File: src/rtl/flash_status_pkg.sv
// constants shared by the flash status polling controller
`default_nettype none
package flash_status_pkg;
   // status byte field positions
   localparam int unsigned POLL_BIT_POS = 7;
   localparam int unsigned TOGGLE_ONE_POS = 6;
   localparam int unsigned TIMING_LIMIT_POS = 5;
   localparam int unsigned ERASE_WINDOW_POS = 3;
   localparam int unsigned TOGGLE_TWO_POS = 2;
   // clock and bus cycle timing
   localparam int unsigned CLK_PERIOD_NS = 100;
   localparam int unsigned STROBE_NS = 200;
   localparam int unsigned STROBE_CYCLES = (STROBE_NS + CLK_PERIOD_NS - 1) / CLK_PERIOD_NS;
   localparam int unsigned SECTOR_GAP_US = 50;
   localparam int unsigned SECTOR_GAP_CYCLES = SECTOR_GAP_US * 1000 / CLK_PERIOD_NS;
   // reset command data and the reset value of the data registers
   localparam logic [7:0] RESET_CMD = 8'hf0;
   localparam logic [7:0] RESET_VAL_BYTE = 8'h00;
   // outcomes of a status poll
   typedef enum logic [1:0] {
      RES_DONE = 2'b00,
      RES_FAIL = 2'b01,
      RES_ABORT = 2'b10
   } poll_result_t;
endpackage : flash_status_pkg
`default_nettype wire

File: src/rtl/flash_bus_if.sv
// internal carrier between the sequencer and the strobe engine
`default_nettype none
interface flash_bus_if #(parameter int AW = 22);
   logic go;
   logic wr;
   logic [AW-1:0] addr;
   logic [7:0] wdata;
   logic done;
   logic [7:0] rdata;
   modport seq (output go, output wr, output addr, output wdata, input done, input rdata);
   modport eng (input go, input wr, input addr, input wdata, output done, output rdata);
endinterface : flash_bus_if
`default_nettype wire

File: src/rtl/flash_cycle_engine.sv
// one read or write strobe cycle on the flash pins
`default_nettype none
module flash_cycle_engine
   import flash_status_pkg::*;
#(
   parameter int AW = 22
) (
   input wire logic ref_clk,
   input wire logic nrst,
   input wire logic clk_en,
   flash_bus_if.eng bus,
   input wire logic [7:0] dq_sync,
   output logic ce_n,
   output logic oe_n,
   output logic we_n,
   output logic [AW-1:0] addr_o,
   output logic [7:0] dq_o,
   output logic dq_oe
);
   typedef enum logic [1:0] {
      E_IDLE = 2'b00,
      E_STROBE = 2'b01,
      E_SAMPLE = 2'b10,
      E_END = 2'b11
   } eng_state_t;
   eng_state_t state_q;
   logic [3:0] cnt_q;
   logic wr_q;

   // strobe stays low for the set cycles plus two synchroniser stages, so read data has settled before sampling
   always_ff @(posedge ref_clk) begin
      if (!nrst) begin
         state_q <= E_IDLE;
         cnt_q <= 4'h0;
         wr_q <= 1'b0;
         ce_n <= 1'b1;
         oe_n <= 1'b1;
         we_n <= 1'b1;
         addr_o <= '0;
         dq_o <= RESET_VAL_BYTE;
         dq_oe <= 1'b0;
         bus.done <= 1'b0;
         bus.rdata <= RESET_VAL_BYTE;
      end else if (clk_en) begin
         bus.done <= 1'b0;
         case (state_q)
            E_IDLE: begin
               if (bus.go) begin
                  wr_q <= bus.wr;
                  addr_o <= bus.addr;
                  dq_o <= bus.wdata;
                  dq_oe <= bus.wr;
                  ce_n <= 1'b0;
                  oe_n <= bus.wr;
                  we_n <= !bus.wr;
                  cnt_q <= 4'(STROBE_CYCLES + 2);
                  state_q <= E_STROBE;
               end
            end
            E_STROBE: begin
               if (cnt_q == 4'h1) state_q <= E_SAMPLE;
               else cnt_q <= cnt_q - 4'h1;
            end
            E_SAMPLE: begin
               // rising strobe ends the cycle; device advances toggle bits here
               bus.rdata <= dq_sync;
               oe_n <= 1'b1;
               we_n <= 1'b1;
               ce_n <= 1'b1;
               state_q <= E_END;
            end
            default: begin
               dq_oe <= 1'b0;
               bus.done <= 1'b1;
               state_q <= E_IDLE;
            end
         endcase
      end
   end
endmodule : flash_cycle_engine
`default_nettype wire

File: src/rtl/flash_status_poller.sv
// host-side controller that polls program/erase status of a parallel flash
`default_nettype none
// Behaviour
// device pulls ready_busy_n low while program or erase is running
// device releases ready_busy_n when array data is readable or in standby
// ready_busy_n valid from rising edge of last write strobe
// toggle_bit_one flips every read while busy, stops when done
// toggle_bit_one valid from last write strobe and in erase window
// all-protected erase toggles about 100 us then returns to array reads
// protected-sector program toggles about 1 us then returns to array reads
// partially protected erase skips protected sectors silently
// toggle_bit_one stops changing in erase suspend
// toggle_bit_one toggles during program under erase suspend
// toggle_bit_two toggles on reads inside sectors selected for erase
// host reads status twice, unchanged toggle means finished
// toggling with timing_limit_bit high: recheck, still toggling means fail and reset
// host restarts double read after breaking off polling
// device sets timing_limit_bit when pulse limit exceeded
// programming a 0 back to 1 fails via timing_limit_bit
// after failure host writes reset command, device returns to reads
// erase_window_bit is 0 during add window, 1 once erase begins
// while erase_window_bit is 0 more sector erases are accepted
// host may skip erase_window_bit only if gaps stay under 50 us
// host checks erase_window_bit before and after each added sector erase
// host polls at valid_poll_address
// polling_bit reads inverse of written bit during program
// toggle bits change on each completed read strobe
module flash_status_poller
   import flash_status_pkg::*;
#(
   parameter int AW = 22
) (
   input wire logic ref_clk,
   input wire logic nrst,
   input wire logic clk_en,
   // user side
   input wire logic start,
   input wire logic abort,
   input wire logic [AW-1:0] valid_poll_address,
   input wire logic check_window,
   output logic busy,
   output logic done,
   output logic [1:0] result,
   output logic [7:0] status_byte,
   output logic window_open,
   output logic ready_busy_q,
   // flash pins
   input wire logic ready_busy_n,
   output logic ce_n,
   output logic oe_n,
   output logic we_n,
   output logic [AW-1:0] addr,
   input wire logic [7:0] dq_i,
   output logic [7:0] dq_o,
   output logic dq_oe
);
   typedef enum logic [2:0] {
      S_IDLE = 3'b000,
      S_READ1 = 3'b001,
      S_READ2 = 3'b010,
      S_DECIDE = 3'b011,
      S_RECHECK = 3'b100,
      S_RESET = 3'b101,
      S_WINDOW = 3'b110
   } poll_state_t;

   flash_bus_if #(.AW(AW)) bus_if ();

   poll_state_t state_q;
   logic [7:0] first_q;
   logic [7:0] prev_q;
   logic [AW-1:0] poll_addr_q;
   logic [7:0] dq_s1_q;
   logic [7:0] dq_s2_q;
   logic rb_s1_q;
   logic rb_s2_q;
   logic go_q;
   logic wr_q;
   logic [7:0] wdata_q;

   // pin inputs pass two flops before anything reads them
   always_ff @(posedge ref_clk) begin
      if (!nrst) begin
         dq_s1_q <= 8'h00;
         dq_s2_q <= 8'h00;
         rb_s1_q <= 1'b1;
         rb_s2_q <= 1'b1;
      end else if (clk_en) begin
         dq_s1_q <= dq_i;
         dq_s2_q <= dq_s1_q;
         rb_s1_q <= ready_busy_n;
         rb_s2_q <= rb_s1_q;
      end
   end

   // ready/busy level is mirrored; open-drain wire is resolved outside
   always_ff @(posedge ref_clk) begin
      if (!nrst) ready_busy_q <= 1'b1;
      else if (clk_en) ready_busy_q <= rb_s2_q;
   end

   assign bus_if.go = go_q;
   assign bus_if.wr = wr_q;
   assign bus_if.addr = poll_addr_q;
   assign bus_if.wdata = wdata_q;

   flash_cycle_engine #(.AW(AW)) u_eng (
      .ref_clk(ref_clk),
      .nrst(nrst),
      .clk_en(clk_en),
      .bus(bus_if.eng),
      .dq_sync(dq_s2_q),
      .ce_n(ce_n),
      .oe_n(oe_n),
      .we_n(we_n),
      .addr_o(addr),
      .dq_o(dq_o),
      .dq_oe(dq_oe)
   );

   // toggle-bit algorithm; every read is a full strobe so the device flips bits
   always_ff @(posedge ref_clk) begin
      if (!nrst) begin
         state_q <= S_IDLE;
         first_q <= 8'h00;
         prev_q <= 8'h00;
         poll_addr_q <= '0;
         go_q <= 1'b0;
         wr_q <= 1'b0;
         wdata_q <= 8'h00;
         busy <= 1'b0;
         done <= 1'b0;
         result <= RES_DONE;
         status_byte <= 8'h00;
         window_open <= 1'b0;
      end else if (clk_en) begin
         go_q <= 1'b0;
         done <= 1'b0;
         case (state_q)
            S_IDLE: begin
               if (start) begin
                  poll_addr_q <= valid_poll_address;
                  busy <= 1'b1;
                  wr_q <= 1'b0;
                  go_q <= 1'b1;
                  state_q <= check_window ? S_WINDOW : S_READ1;
               end
            end
            S_WINDOW: begin
               // single read for the sector-erase add window
               if (bus_if.done) begin
                  status_byte <= bus_if.rdata;
                  // window bit is always read, so no sector-gap guarantee is relied on
                  window_open <= !bus_if.rdata[ERASE_WINDOW_POS];
                  busy <= 1'b0;
                  done <= 1'b1;
                  result <= RES_DONE;
                  state_q <= S_IDLE;
               end
            end
            S_READ1: begin
               // abort only between reads; next start begins at first read
               if (bus_if.done) begin
                  first_q <= bus_if.rdata;
                  if (abort) begin
                     busy <= 1'b0;
                     done <= 1'b1;
                     result <= RES_ABORT;
                     state_q <= S_IDLE;
                  end else begin
                     go_q <= 1'b1;
                     state_q <= S_READ2;
                  end
               end
            end
            S_READ2: begin
               if (bus_if.done) begin
                  prev_q <= bus_if.rdata;
                  status_byte <= bus_if.rdata;
                  state_q <= S_DECIDE;
               end
            end
            S_DECIDE: begin
               if (first_q[TOGGLE_ONE_POS] == prev_q[TOGGLE_ONE_POS]) begin
                  busy <= 1'b0;
                  done <= 1'b1;
                  result <= RES_DONE;
                  state_q <= S_IDLE;
               end else if (prev_q[TIMING_LIMIT_POS]) begin
                  go_q <= 1'b1;
                  state_q <= S_RECHECK;
               end else if (abort) begin
                  busy <= 1'b0;
                  done <= 1'b1;
                  result <= RES_ABORT;
                  state_q <= S_IDLE;
               end else begin
                  go_q <= 1'b1;
                  state_q <= S_READ1;
               end
            end
            S_RECHECK: begin
               // compare the last read against one fresh read
               if (bus_if.done) begin
                  status_byte <= bus_if.rdata;
                  if (bus_if.rdata[TOGGLE_ONE_POS] == prev_q[TOGGLE_ONE_POS]) begin
                     busy <= 1'b0;
                     done <= 1'b1;
                     result <= RES_DONE;
                     state_q <= S_IDLE;
                  end else begin
                     wr_q <= 1'b1;
                     wdata_q <= RESET_CMD;
                     go_q <= 1'b1;
                     state_q <= S_RESET;
                  end
               end
            end
            default: begin
               if (bus_if.done) begin
                  wr_q <= 1'b0;
                  busy <= 1'b0;
                  done <= 1'b1;
                  result <= RES_FAIL;
                  state_q <= S_IDLE;
               end
            end
         endcase
      end
   end
endmodule : flash_status_poller
`default_nettype wire

File: config.mk
export PLATFORM = sky130hd
export DESIGN_NAME = flash_status_poller
export DESIGN_NICKNAME = d
export VERILOG_FILES = /design/src/rtl/flash_status_pkg.sv /design/src/rtl/flash_bus_if.sv /design/src/rtl/flash_cycle_engine.sv /design/src/rtl/flash_status_poller.sv
export SDC_FILE = /design/constraint.sdc
export NUM_CORES = 1
export LEC_CHECK = 0
export BUFFER_PORTS_ARGS = -buffer_cell sky130_fd_sc_hd__buf_2
export CAP_MARGIN = 10
export CELL_PAD_IN_SITES_DETAIL_PLACEMENT = 1
export CELL_PAD_IN_SITES_GLOBAL_PLACEMENT = 2
export CORE_ASPECT_RATIO = 2
export CORE_MARGIN = 1
export CORE_UTILIZATION = 36
export CTS_CLUSTER_SIZE = 30
export DETAILED_ROUTE_END_ITERATION = 6
export GPL_TIMING_DRIVEN = 0
export PLACE_DENSITY = 0.92
export SLEW_MARGIN = 10
export SYNTH_ARGS = -nofsm -noshare
export SYNTH_HDL_FRONTEND = slang
export SYNTH_HIERARCHICAL = 1
export SYNTH_SLANG_ARGS = --single-unit
export TNS_END_PERCENT = 10
File: constraint.sdc
create_clock -name ref_clk -period 4.9 [get_ports ref_clk]
set_input_delay 0.245 -clock ref_clk [delete_from_list [all_inputs] [get_ports ref_clk]]
set_output_delay 0.245 -clock ref_clk [all_outputs]
set_load 0.02 [all_outputs]
**After elaboration in Yosys (flattened, before gate mapping)**

Cells that the tools add are included.

- Eq/ne operators: 21
- $add $sub $neg: 1
- Reduce and logical (&&, ||, !) cells: 30
- Mux-type cells: 64
- Bitwise gates (word level): 5

Operator list:

| kind | count |
|---|---|
| $mux 1 | 30 |
| $mux 3 | 9 |
| $reduce_and 3->1 | 9 |
| $mux 2 | 11 |
| $reduce_and 8->1 | 2 |
| $pmux 3 s5 | 1 |
| $reduce_and 6->1 | 2 |
| $ne 2x1->1 const B | 5 |
| $ne 2x2->1 const B | 5 |
| $pmux 2 s5 | 1 |
| $mux 4 | 2 |
| $pmux 1 s2 | 4 |
| $pmux 1 s4 | 2 |
| $pmux 4 s2 | 1 |
| $reduce_and 4->1 | 2 |
| $reduce_bool 2->1 | 4 |
| $eq 3x2->1 const B | 2 |
| $eq 3x3->1 const B | 2 |
| $pmux 2 s3 | 1 |
| $reduce_or 3->1 | 2 |
| $not 1->1 | 5 |
| $pmux 1 s5 | 1 |
| $eq 4x1->1 const B | 1 |
| $reduce_or 2->1 | 2 |
| 13 further kinds | 15 |

- Word-level logic and storage cells: 148
- Register bits after elaboration: 116
- Output and inout port bits: 48
- Input bits: 37

**Longest topological paths before layout**

Gate-level depths: netlist of run 1.

- Depth in word-level cells: 4
- Depth in mapped cells: 7
- Gate-level depth less buffers: 6

**Modules after synthesis**

The synthesis of run 1 kept the hierarchy.

By module, submodules not included:

| module | instances | cells each | area an instance (um2) | seq. area each (um2) |
|---|---|---|---|---|
| flash_status_poller | 1 | 298 | 2663.8 | 1261.2 |
| flash_cycle_engine | 1 | 238 | 2030.7 | 980.9 |

**Worst setup path before layout of run 1**

Ideal clock, no wire load.

- Kind: register to register
- Start: register u_eng.state_q[0]
- End: register u_eng.cnt_q[3]
- Stages on the path, launching flop included: 7
- Data arrival time: 1.606 ns
- Period minus slack after synthesis: 1.668 ns
- Buffers on the path: 0
- Required time: 4.838 ns
- Slack: 3.232 ns
- Library setup time: 0.062 ns
- Cells stage by stage: dfxtp_1 -> inv_1 -> ha_1 -> or2b_1 -> a31oi_2 -> or4_1 -> nand3_1

- Cells in the longest elaborated chain, start to end: 3
- Elaborated cells between the ends (all ways): 7
- Those cells by class: eq/ne: 3; mux: 1; reduce/logical: 3

Ends and longest elaborated chain:

| what | line | RTL |
|---|---|---|
| from (decl) | flash_cycle_engine.sv:26 | `eng_state_t state_q;` |
| from (signal assigned) | flash_cycle_engine.sv:33 | `state_q <= E_IDLE;` |
| from (signal assigned) | flash_cycle_engine.sv:57 | `state_q <= E_STROBE;` |
| from (signal assigned) | flash_cycle_engine.sv:61 | `if (cnt_q == 4'h1) state_q <= E_SAMPLE;` |
| $eq 2x1->1 / $logic_not 2->1 (equally long branches) | flash_cycle_engine.sv:46 | `case (state_q)` |
| $ne 2x2->1 (no line) / $reduce_bool 2->1 (equally long branches) | - |  |
| $reduce_and 4->1 (no line) | - |  |
| to (signal assigned) | flash_cycle_engine.sv:56 | `cnt_q <= 4'(STROBE_CYCLES + 2);` |
| to (signal assigned) | flash_cycle_engine.sv:62 | `else cnt_q <= cnt_q - 4'h1;` |
| to (decl) | flash_cycle_engine.sv:27 | `logic [3:0] cnt_q;` |

Several ways; a longest one is shown, not always the timed one.
A chain may end at the register's enable or synchronous reset.

==> flow_summary_export.csv, run 1 <==
group,metric,value,unit
status,outcome,"finished clean",
setup_path,cp_cell_sequence,"buf_2 > inv_2 > ha_1 > nor2b_1 > o21ai_1 > o31ai_1 > a21oi_1",
synthesis,synth_edf_count,0,
synthesis,postSynthRegisterBits,112,
pwr,power_density,369,nW/um2
clock_network,clockBufferDepth,2,
synthesis,syn_inst,536,
final_layout,nets,680,
timing,worst_slew_pin_slew,0.604,ns
grt,grt_pass1_vias,4353,
synthesis,synth_ff_type,"dfxtp_1",
final_layout,fillers,1558,
synthesis,async_flop_share,0,
floorplan,core,12600,um2
detailed_routing,drtIter0Drc,102,
timing,skew,0.00712,ns
placed_design,gp_congestion,0.913,
clock_network,hold_buffers,0,
floorplan,die-area,13500,um2
setup_path,cp.required,5.13,ns
grt,grt_pass1_wl,21700,um
clock_network,post_cts_buffers,0,
final_layout,drive_gt1_frac,0.188,
timing,min_period_over_period,0.410,
timing,finalHoldViolations,0,
pwr,ir_worst_vdd,0.220,mV
grt,use_met1,0.210,
grt,antenna_found_initial,0,
detailed_routing,drt.antenna.violating_nets,0,
grt,gr-total-overflow,0,
grt,track_usage,0.217,
clock_network,numCtsBuffers,9,
setup_path,startpoint_type,"flop",
synthesis,synth_top_area_frac,0.478,
timing,drv_slew,0,
placed_design,place_hpwl,10400,um
clock_network,clkLatencyLatePin,0.35,ns
grt,use_met3,0.0391,
setup_path,endpoint_kind,"flop",
setup_path,critPathMaxStageDelay,0.49,ns
min_path,hold_class,"input port to flop",
synthesis,yosysWarnings,6,
floorplan,start_util,0.372,
detailed_routing,viasPerCell,5.19,
timing,layout_min_cycle_time,2.01,ns
detailed_routing,drc,0,
synthesis,syn-cell-area,4690,um2
timing,slew_headroom,0.596,
placed_design,numPortBuffers,84,
synthesis,synthDistinctLibCells,58,
clock_network,clockRootBuffer,"clkbuf_16",
setup_path,crit_type,"flop to flop",
run,cap_viol_max_count,0,
timing,rsz0062_at_grt,"false",
floorplan,die_h,163,um
floorplan,ios,85,
setup_path,slowest_stage,"dfxtp_1",
timing,setup_viol,0,
floorplan,die_w,82.7,um
clock_network,cts_resized,0,
detailed_routing,wl_per_cell,17.0,um
detailed_routing,vias,4092,
synthesis,yosys.area.top_type,"dfxtp_1",
floorplan,rows,58,
synthesis,ys_seq_area_frac,0.478,
clock_network,clock_sinks,112,
timing,fmax,498,MHz
setup_path,path_max_fanout,10,
final_layout,final_cells,788,
setup_path,arrival,2.24,ns
clock_network,htree_num_levels,3,
grt,grt_busiest_layer,"met2",
synthesis,synth.avg_cell_area,8.76,um2
grt,grt_start_max_net_pins,19,
timing,fin_setup_tns,0,ns
synthesis,synth_area_leaders,"dfxtp_1 (48%), nand2_1 (10%), mux2i_1 (7.5%)",
final_layout,synthToLayoutAreaGrowth,19.5,%
clock_network,cts.reportedPaths.clkPinSlew,0.07,ns
grt,grt_util_met2,0.422,
placed_design,placedCellCount,773,
clock_network,cts_tree,"done",
detailed_routing,postRouteWirelength,13400,um
final_layout,antenna_cells,0,
detailed_routing,dr.pass1.iters,4,
pwr,leakage,2.29,nW
-- cells in the final DEF (no fill, tap or decap), types with 2 or more instances in the layout --
cell type  netlist  layout
a211oi_1         3       3
a21boi_0        32      32
a21boi_1         7       7
a21oi_1         29      29
a31oi_1          4       4
a32oi_1          2       2
and2_1           5       5
and3_1           3       3
and4b_1          2       2
buf_2           13      97
buf_6            2       2
clkbuf_1        21      22
clkbuf_16        0       9
conb_1           1       4
dfxtp_1        112     112
ha_1             9       9
inv_1            8       8
inv_2            2       2
mux2i_1         35      35
nand2_1        127     127
nand2b_1         5       5
nand3_1         16      16
nand4_1          3       3
nand4b_1         2       2
nor2_1          33      33
nor2b_1          6       6
nor3_1           3       3
o21a_1           4       4
o21ai_0          8       8
o21ai_1          2       2
o21bai_1         2       2
o311a_1          3       3
o311ai_1         2       2
o31ai_1          2       2
xnor2_1          3       3
xor2_1           2       2
-- stage by stage --
step / hold WS (ns) / worst slack [ns] / area (um2) / util / power (mW)
floorplan: 0.373 / 3.23 / 4710 / - / 1.23
global placement: 0.436 / 3.01 / 5310 / 0.421 / 1.33
global route: 0.124 / 2.71 / 5610 / 0.444 / 2.17
CTS: 0.105 / 2.89 / 5610 / 0.444 / 2.09
detailed placement: 0.441 / 2.92 / 5310 / 0.421 / 1.34
finish: 0.114 / 2.89 / 5610 / 0.444 / 2.07
-- path summary, 6_finish.rpt --
path                     start   endpoint  slack (ns)  cells after the start
setup / recovery    state_q[0]  result[1]        2.89                      7
hold / removal    ready_busy_n    rb_s1_q        0.11                      3
setup reg to reg    state_q[0]  result[1]        2.89                      7
hold reg to reg      result[1]  result[1]        0.45                      2
-- final cells by class --
class,count,area [um2],share of cell area
Buffer,37,174,0.0310
Timing Repair Buffer,84,420,0.0749
Multi-Input combinational cell,380,2250,0.402
Clock buffer,10,229,0.0408
Inverter,10,37.5,0.00669
Tap cell,150,188,0.0335
Clock inverter,5,66.3,0.0118
Sequential cell,112,2240,0.400
-- routing by layer --
metal	wire, um	vias up
met5	0	-
met4	476	0
met3	442	33
met2	7740	82
met1	4740	1969
li1	-	2008
-- sequential cells by signal, indices dropped and copies added (netlist names), 2 cells and up --
signal	cells
bus_if.addr	22
dq_s1_q	8
dq_s2_q	8
prev_q	2
result	2
state_q	3
status_byte	8
u_eng/addr_o	22
u_eng/bus.rdata	8
u_eng/cnt_q	4
u_eng/dq_o	8
u_eng/state_q	2
-- logic make-up (layout without fill, tap and decap cells) --
logic type	after synthesis	in the layout	share of synthesized area
compound gates	112	112	0.164
xor+xnor	5	5	0.00933
fa+ha+maj	9	9	0.0240
buf+inv	47	146	0.0450
flops	112	112	0.478
mux	35	35	0.0746
other cells	1	4	0.000799
simple gates	215	215	0.205
-- cell usage after synthesis, drive strengths merged (2+ instances only) --
cell and n:
nor2 33, and2 5, buf 16, nor2b 6
o31ai 2, a211oi 3, dfxtp 112, a21boi 39
nor3b 2, ha 9, nor3 4, nand2 127
o311ai 3, o21bai 2, o21ai 10, o311a 3
a21oi 29, mux2i 35, xor2 2, nand3 16
a31oi 5, a32oi 2, nand4b 2, clkbuf 21
and3 3, nand4 3, inv 10, xnor2 3
and4b 2, nand2b 5, o21a 4
-- worst max-delay path: cells and delay by family, from the launching register on --
kind                       cells  cell delay [ns]
AOI/OAI and AO/OA              3             0.57
DFF                            1             0.49
buffers and inverters          2             0.43
adders and majority gates      1             0.25
and+or+nand+nor                1             0.15
-- power by group --
group / internal (mW) / switching, mW
registers: 0.950 / 0.0257
clock network: 0.401 / 0.346
logic: 0.125 / 0.219
No activity file was read; power rests on OpenSTA's default activity.
==> run 2: changes to the inputs <==
--- a/config.mk
+++ b/config.mk
@@ -11,11 +11,11 @@
 export CELL_PAD_IN_SITES_GLOBAL_PLACEMENT = 2
 export CORE_ASPECT_RATIO = 2
 export CORE_MARGIN = 1
-export CORE_UTILIZATION = 36
+export CORE_UTILIZATION = 30
 export CTS_CLUSTER_SIZE = 30
 export DETAILED_ROUTE_END_ITERATION = 6
 export GPL_TIMING_DRIVEN = 0
-export PLACE_DENSITY = 0.92
+export PLACE_DENSITY = 0.82
 export SLEW_MARGIN = 10
 export SYNTH_ARGS = -nofsm -noshare
 export SYNTH_HDL_FRONTEND = slang
==> constraint.sdc (replaced) <==
create_clock -name ref_clk -period 1.8 [get_ports ref_clk]
set_input_delay 0.09 -clock ref_clk [delete_from_list [all_inputs] [get_ports ref_clk]]
set_output_delay 0.09 -clock ref_clk [all_outputs]
set_load 0.02 [all_outputs]
==> run 2 against run 1 <==
Via count is 2.1% higher. Non-clock buffer count is 31 higher. Die area is 20% higher. Register-to-register slack worse by 2.8 ns. Largest cell class unchanged. Highest routed layer unchanged.
==> flow_summary_export.csv, run 2 (synthesis gave the netlist of run 1 again) <==
group,metric,value,unit
status,outcome,"finished clean",
setup_path,arrival,2.03,ns
grt,use_met3,0.0288,
setup_path,cp.required,2.10,ns
setup_path,cpLargestDelayFamily,"simple AND/OR/NAND/NOR gates",
detailed_routing,wl_per_cell,16.1,um
pwr,p_seq_frac,0.473,
placed_design,place_hpwl,10800,um
grt,grt_util_met2,0.375,
floorplan,ios,85,
setup_path,cp_cell_sequence,"inv_1 > ha_2 > or2b_1 > a31oi_2 > or4_1 > nand3_1",
placed_design,numPortBuffers,84,
detailed_routing,postRouteWirelength,13900,um
timing,rsz0062_at_grt,"true",
timing,setup_viol,0,
timing,hold_slack,0.0887,ns
pwr,power_density,938,nW/um2
timing,skew,0.00899,ns
pwr,leakage,2.44,nW
grt,grt_pass1_wl,22400,um
floorplan,start_util,0.307,
run,cap_viol_max_count,0,
timing,fin_setup_tns,0,ns
final_layout,synthToLayoutAreaGrowth,27.9,%
detailed_routing,vias,4176,
final_layout,layout_common_cells,"nand2_1 (127), dfxtp_1 (109), buf_2 (92), mux2i_1 (35), nor2_1 (33)",
placed_design,gp_congestion,0.820,
final_layout,drive_gt1_frac,0.196,
clock_network,clockRootBuffer,"clkbuf_16",
clock_network,numCtsBuffers,9,
placed_design,placedCellCount,821,
setup_path,critPathMaxStageDelay,0.52,ns
timing,finalHoldViolations,0,
floorplan,rows,64,
floorplan,die-area,16200,um2
grt,grt_start_max_net_pins,21,
timing,slew_headroom,0.598,
pwr,cellInternalPower,3.96,mW
final_layout,antenna_cells,0,
timing,min_period_over_period,0.961,
clock_network,cts_tree,"done",
final_layout,fillers,1832,
grt,antenna_found_initial,0,
final_layout,mostFrequentLayoutCell,"nand2_1",
setup_path,startpoint_type,"flop",
clock_network,clkLatencyLatePin,0.36,ns
detailed_routing,drtIter0Drc,95,
floorplan,core,15300,um2
clock_network,htree_num_levels,3,
grt,grt_busiest_layer,"met2",
setup_path,slowest_stage,"or4_1",
clock_network,cts.reportedPaths.clkPinSlew,0.08,ns
min_path,hold_class,"input port to flop",
grt,track_usage,0.180,
timing,worst_slew_pin_slew,0.603,ns
floorplan,die_w,90.5,um
final_layout,final_cells,868,
placed_design,placed_area,5370,um2
setup_path,path_max_fanout,7,
pwr,clock_power_share,0.348,
final_layout,design_area,6010,um2
clock_network,clock_sinks,112,
pwr,combinationalPowerShare,0.179,
detailed_routing,drc,0,
clock_network,clockBufferDepth,2,
timing,drv_slew,0,
setup_path,endpoint_kind,"flop",
timing,layout_min_cycle_time,1.73,ns
final_layout,nets,711,
final_layout,post-route-util,0.393,
setup_path,critPathBufInv,1,
grt,use_met1,0.161,
grt,grt_pass1_vias,4605,
detailed_routing,drt.antenna.violating_nets,0,
setup_path,crit_type,"flop to flop",
detailed_routing,dr.pass1.iters,4,
detailed_routing,viasPerCell,4.81,
pwr,switching_share,0.297,
pwr,ir_worst_vdd,0.435,mV
timing,fmax,578,MHz
floorplan,die_h,179,um
pwr,switching_power,1.67,mW
grt,gr-total-overflow,0,
run 2: per-stage QoR:
step / power (mW) / worst slack [ns]
6_report: 5.63 / 0.0700
3_3_place_gp: 3.63 / -0.0465
5_1_grt: 5.92 / -0.0423
4_1_cts: 5.69 / 0.00206
2_1_floorplan: 3.34 / 0.132
3_5_place_dp: 3.66 / -0.134
run 2: per-layer routing:
| layer | wire (um) | vias up | part of all wire |
|---|---|---|---|
| met3 | 338 | 20 | 0.024 |
| met1 | 5080 | 2014 | 0.36 |
| met2 | 8140 | 71 | 0.58 |
| met5 | 0 | - | 0 |
| met4 | 383 | 0 | 0.027 |
| li1 | - | 2071 | - |
run 2: power groups by stage:
stage                     clock (mW)  sequential [mW]  combinational [mW]
after global routing            2.13             2.68                1.11
after global placement             0             2.71               0.925
final                           1.96             2.67                1.01
after CTS                       2.03             2.66                1.01
after floorplan                    0             2.72               0.620
after detailed placement           0             2.72               0.945
run 2: worst paths after layout:
path	start	cells after the start	slack (ns)	endpoint
setup / recovery	u_eng/state_q[0]	6	0.07	u_eng/cnt_q[3]
hold / removal	abort	3	0.09	result[1]
setup reg to reg	u_eng/state_q[0]	6	0.07	u_eng/cnt_q[3]
hold reg to reg	result[1]	2	0.44	result[1]
run 2: final cells by class:
type,count,area [um2],share of cell area
Tap cell,198,248,0.0413
Clock buffer,9,225,0.0375
Buffer,37,196,0.0327
Timing Repair Buffer,115,731,0.122
Sequential cell,112,2250,0.374
Clock inverter,7,65.1,0.0108
Multi-Input combinational cell,380,2250,0.375
Inverter,10,37.5,0.00625
run 2: timing repair:
| item | 4_1_cts | 5_1_grt |
|---|---|---|
| pin swaps | 0 | 0 |
| resized for setup | 4 | 18 |
| setup buffers | 0 | 0 |
| setup endpoints to repair | 28 | 50 |
| cloned | 0 | 0 |
| hold buffers | 31 | 0 |
| endpoints found under the hold margin | 31 | 0 |
run 2: tightest hold or removal path, stage by stage:
cell,delay (ns)
buf_2,0.15
o2111ai_1,0.09
a21oi_1,0.07
==> run 3: changes to the inputs <==
--- a/config.mk
+++ b/config.mk
@@ -14,7 +14,7 @@
 export CORE_UTILIZATION = 30
 export CTS_CLUSTER_SIZE = 30
 export DETAILED_ROUTE_END_ITERATION = 6
-export GPL_TIMING_DRIVEN = 0
+export GPL_ROUTABILITY_DRIVEN = 0
 export PLACE_DENSITY = 0.82
 export SLEW_MARGIN = 10
 export SYNTH_ARGS = -nofsm -noshare
==> run 3 against run 2 <==
Clock skew is essentially flat. Cell count shrank 2.8%. Non-clock buffer count shrank 23. Fmax shrank 0.36%. Register-to-register slack is essentially flat. Highest routed layer unchanged. The flow now finishes with violations (hold timing).
==> flow_summary_export.csv, run 3 (synthesis gave the netlist of run 1 again) <==
group,metric,value,unit
grt,track_usage,0.162,
clock_network,post_cts_buffers,0,
timing,hold_slack,-0.000685,ns
timing,finalHoldViolations,1,
detailed_routing,drt.antenna.violating_nets,0,
clock_network,numCtsBuffers,9,
final_layout,post-route-util,0.388,
final_layout,nets,688,
floorplan,start_util,0.307,
setup_path,endpoint_kind,"flop",
floorplan,ios,85,
timing,fin_ws,0.0637,ns
timing,slew_headroom,0.632,
clock_network,htree_num_levels,3,
final_layout,drive_gt1_frac,0.193,
final_layout,mostFrequentLayoutCell,"nand2_1",
setup_path,path_max_fanout,5,
timing,setup_viol,0,
pwr,power_density,956,nW/um2
grt,antenna_found_initial,0,
grt,grt_pass1_vias,4318,
timing,worst_slew_pin_slew,0.552,ns
setup_path,crit_type,"flop to flop",
detailed_routing,postRouteWirelength,12900,um
floorplan,die_h,179,um
setup_path,cp_cell_sequence,"inv_1 > ha_1 > and4b_1 > a31oi_2 > or4_1 > nand3_1",
placed_design,placedCellCount,802,
clock_network,cts_tree,"done",
clock_network,clock_sinks,112,
setup_path,arrival,2.02,ns
timing,fin_setup_tns,0,ns
min_path,min_path_cells,3,
detailed_routing,viasPerCell,4.84,
grt,gr-total-overflow,0,
pwr,leakage,2.40,nW
timing,min_period_over_period,0.965,
setup_path,critPathMaxStageDelay,0.50,ns
detailed_routing,wl_per_cell,15.3,um
floorplan,die-area,16200,um2
setup_path,cp.required,2.08,ns
floorplan,core,15300,um2
final_layout,antenna_cells,0,
setup_path,startpoint_type,"flop",
timing,drv_slew,0,
floorplan,die_w,90.5,um
final_layout,final_cells,844,
grt,grt_pass1_wl,20700,um
placed_design,pre_cts_ws,0.0238,ns
timing,fmax,576,MHz
status,violations,"hold timing",
placed_design,place_hpwl,9440,um
placed_design,numPortBuffers,84,
placed_design,placed_area,5370,um2
final_layout,synthToLayoutAreaGrowth,26.6,%
detailed_routing,vias,4088,
clock_network,clkLatencyLatePin,0.35,ns
setup_path,reg2reg_depth,6,
setup_path,slowest_stage,"or4_1",
clock_network,clockBufferDepth,2,
run,cap_viol_max_count,0,
detailed_routing,drc,0,
pwr,total_power,5.68,mW
pwr,ir_worst_vdd,0.421,mV
detailed_routing,dr.pass1.iters,6,
detailed_routing,drtIter0Drc,83,
floorplan,rows,64,
timing,layout_min_cycle_time,1.74,ns
status,outcome,"complete, but fails checks",
clock_network,cts.reportedPaths.clkPinSlew,0.08,ns
timing,skew,0.00896,ns
grt,grt_start_max_net_pins,33,
clock_network,clockRootBuffer,"clkbuf_16",
min_path,hold_class,"input port to flop",
final_layout,design_area,5940,um2
final_layout,fillers,1823,
final_layout,layout_common_cells,"nand2_1 (127), dfxtp_1 (109), buf_2 (84), mux2i_1 (35), nor2_1 (33)",
## run 3: changes by cell type in the layout (fill, tap and decap cells not counted), moves of 3 or more
cell           change
dlygate4sd3_1      -4
buf_6              -3
clkbuf_2           -5
clkbuf_4           -3
buf_2              -8
buf_4             +13
clkbuf_1          -15
inv_6              -3
buf_12             +3
## run 3: worst paths after layout
| kind | from | to | slack [ns] |
|---|---|---|---|
| max | u_eng/state_q[1] | u_eng/cnt_q[3] | 0.06 |
| min | dq_i[4] | dq_s1_q[4] | -0.0007 |
| max reg2reg | u_eng/state_q[1] | u_eng/cnt_q[3] | 0.06 |
| min reg2reg | bus_if.addr[5] | bus_if.addr[5] | 0.46 |
## run 3: timing repair
| action | CTS | global route |
|---|---|---|
| endpoints found under the hold margin | 27 | 0 |
| hold buffers | 27 | 0 |
| resized for setup | 0 | 3 |
| setup endpoints to repair | 0 | 3 |
## run 3: critical path, delay by kind of cell, from the launching register on
kind,cells,cell delay [ns]
DFF,1,0.36
adders and majority gates,1,0.24
and+or+nand+nor,3,0.92
buffers and inverters,1,0.09
AOI/OAI and AO/OA,1,0.06
## run 3: layout make-up
class / count / area (um2) / area share
repair buffers: 129 / 863 / 0.145
clock buffers: 10 / 229 / 0.0385
clock inverters: 5 / 66.3 / 0.0112
well taps: 198 / 248 / 0.0417
multi-input cells: 380 / 2250 / 0.379
flip-flops and latches: 112 / 2250 / 0.378
inverters: 10 / 37.5 / 0.00632
## run 3: routing by layer
| layer | routed length [um] | up-vias | share of wire | global-route usage |
|---|---|---|---|---|
| met5 | 0 | - | 0 | 0 |
| met2 | 7290 | 76 | 0.56 | 0.328 |
| met1 | 4940 | 1968 | 0.38 | 0.155 |
| li1 | - | 2018 | - | - |
| met3 | 328 | 26 | 0.025 | 0.0246 |
| met4 | 382 | 0 | 0.030 | 0.0820 |
## run 3: where the power goes
part | switching [mW] | internal, mW | total, mW
clock network | 0.941 | 1.09 | 2.03
registers | 0.108 | 2.59 | 2.70
logic | 0.546 | 0.406 | 0.953
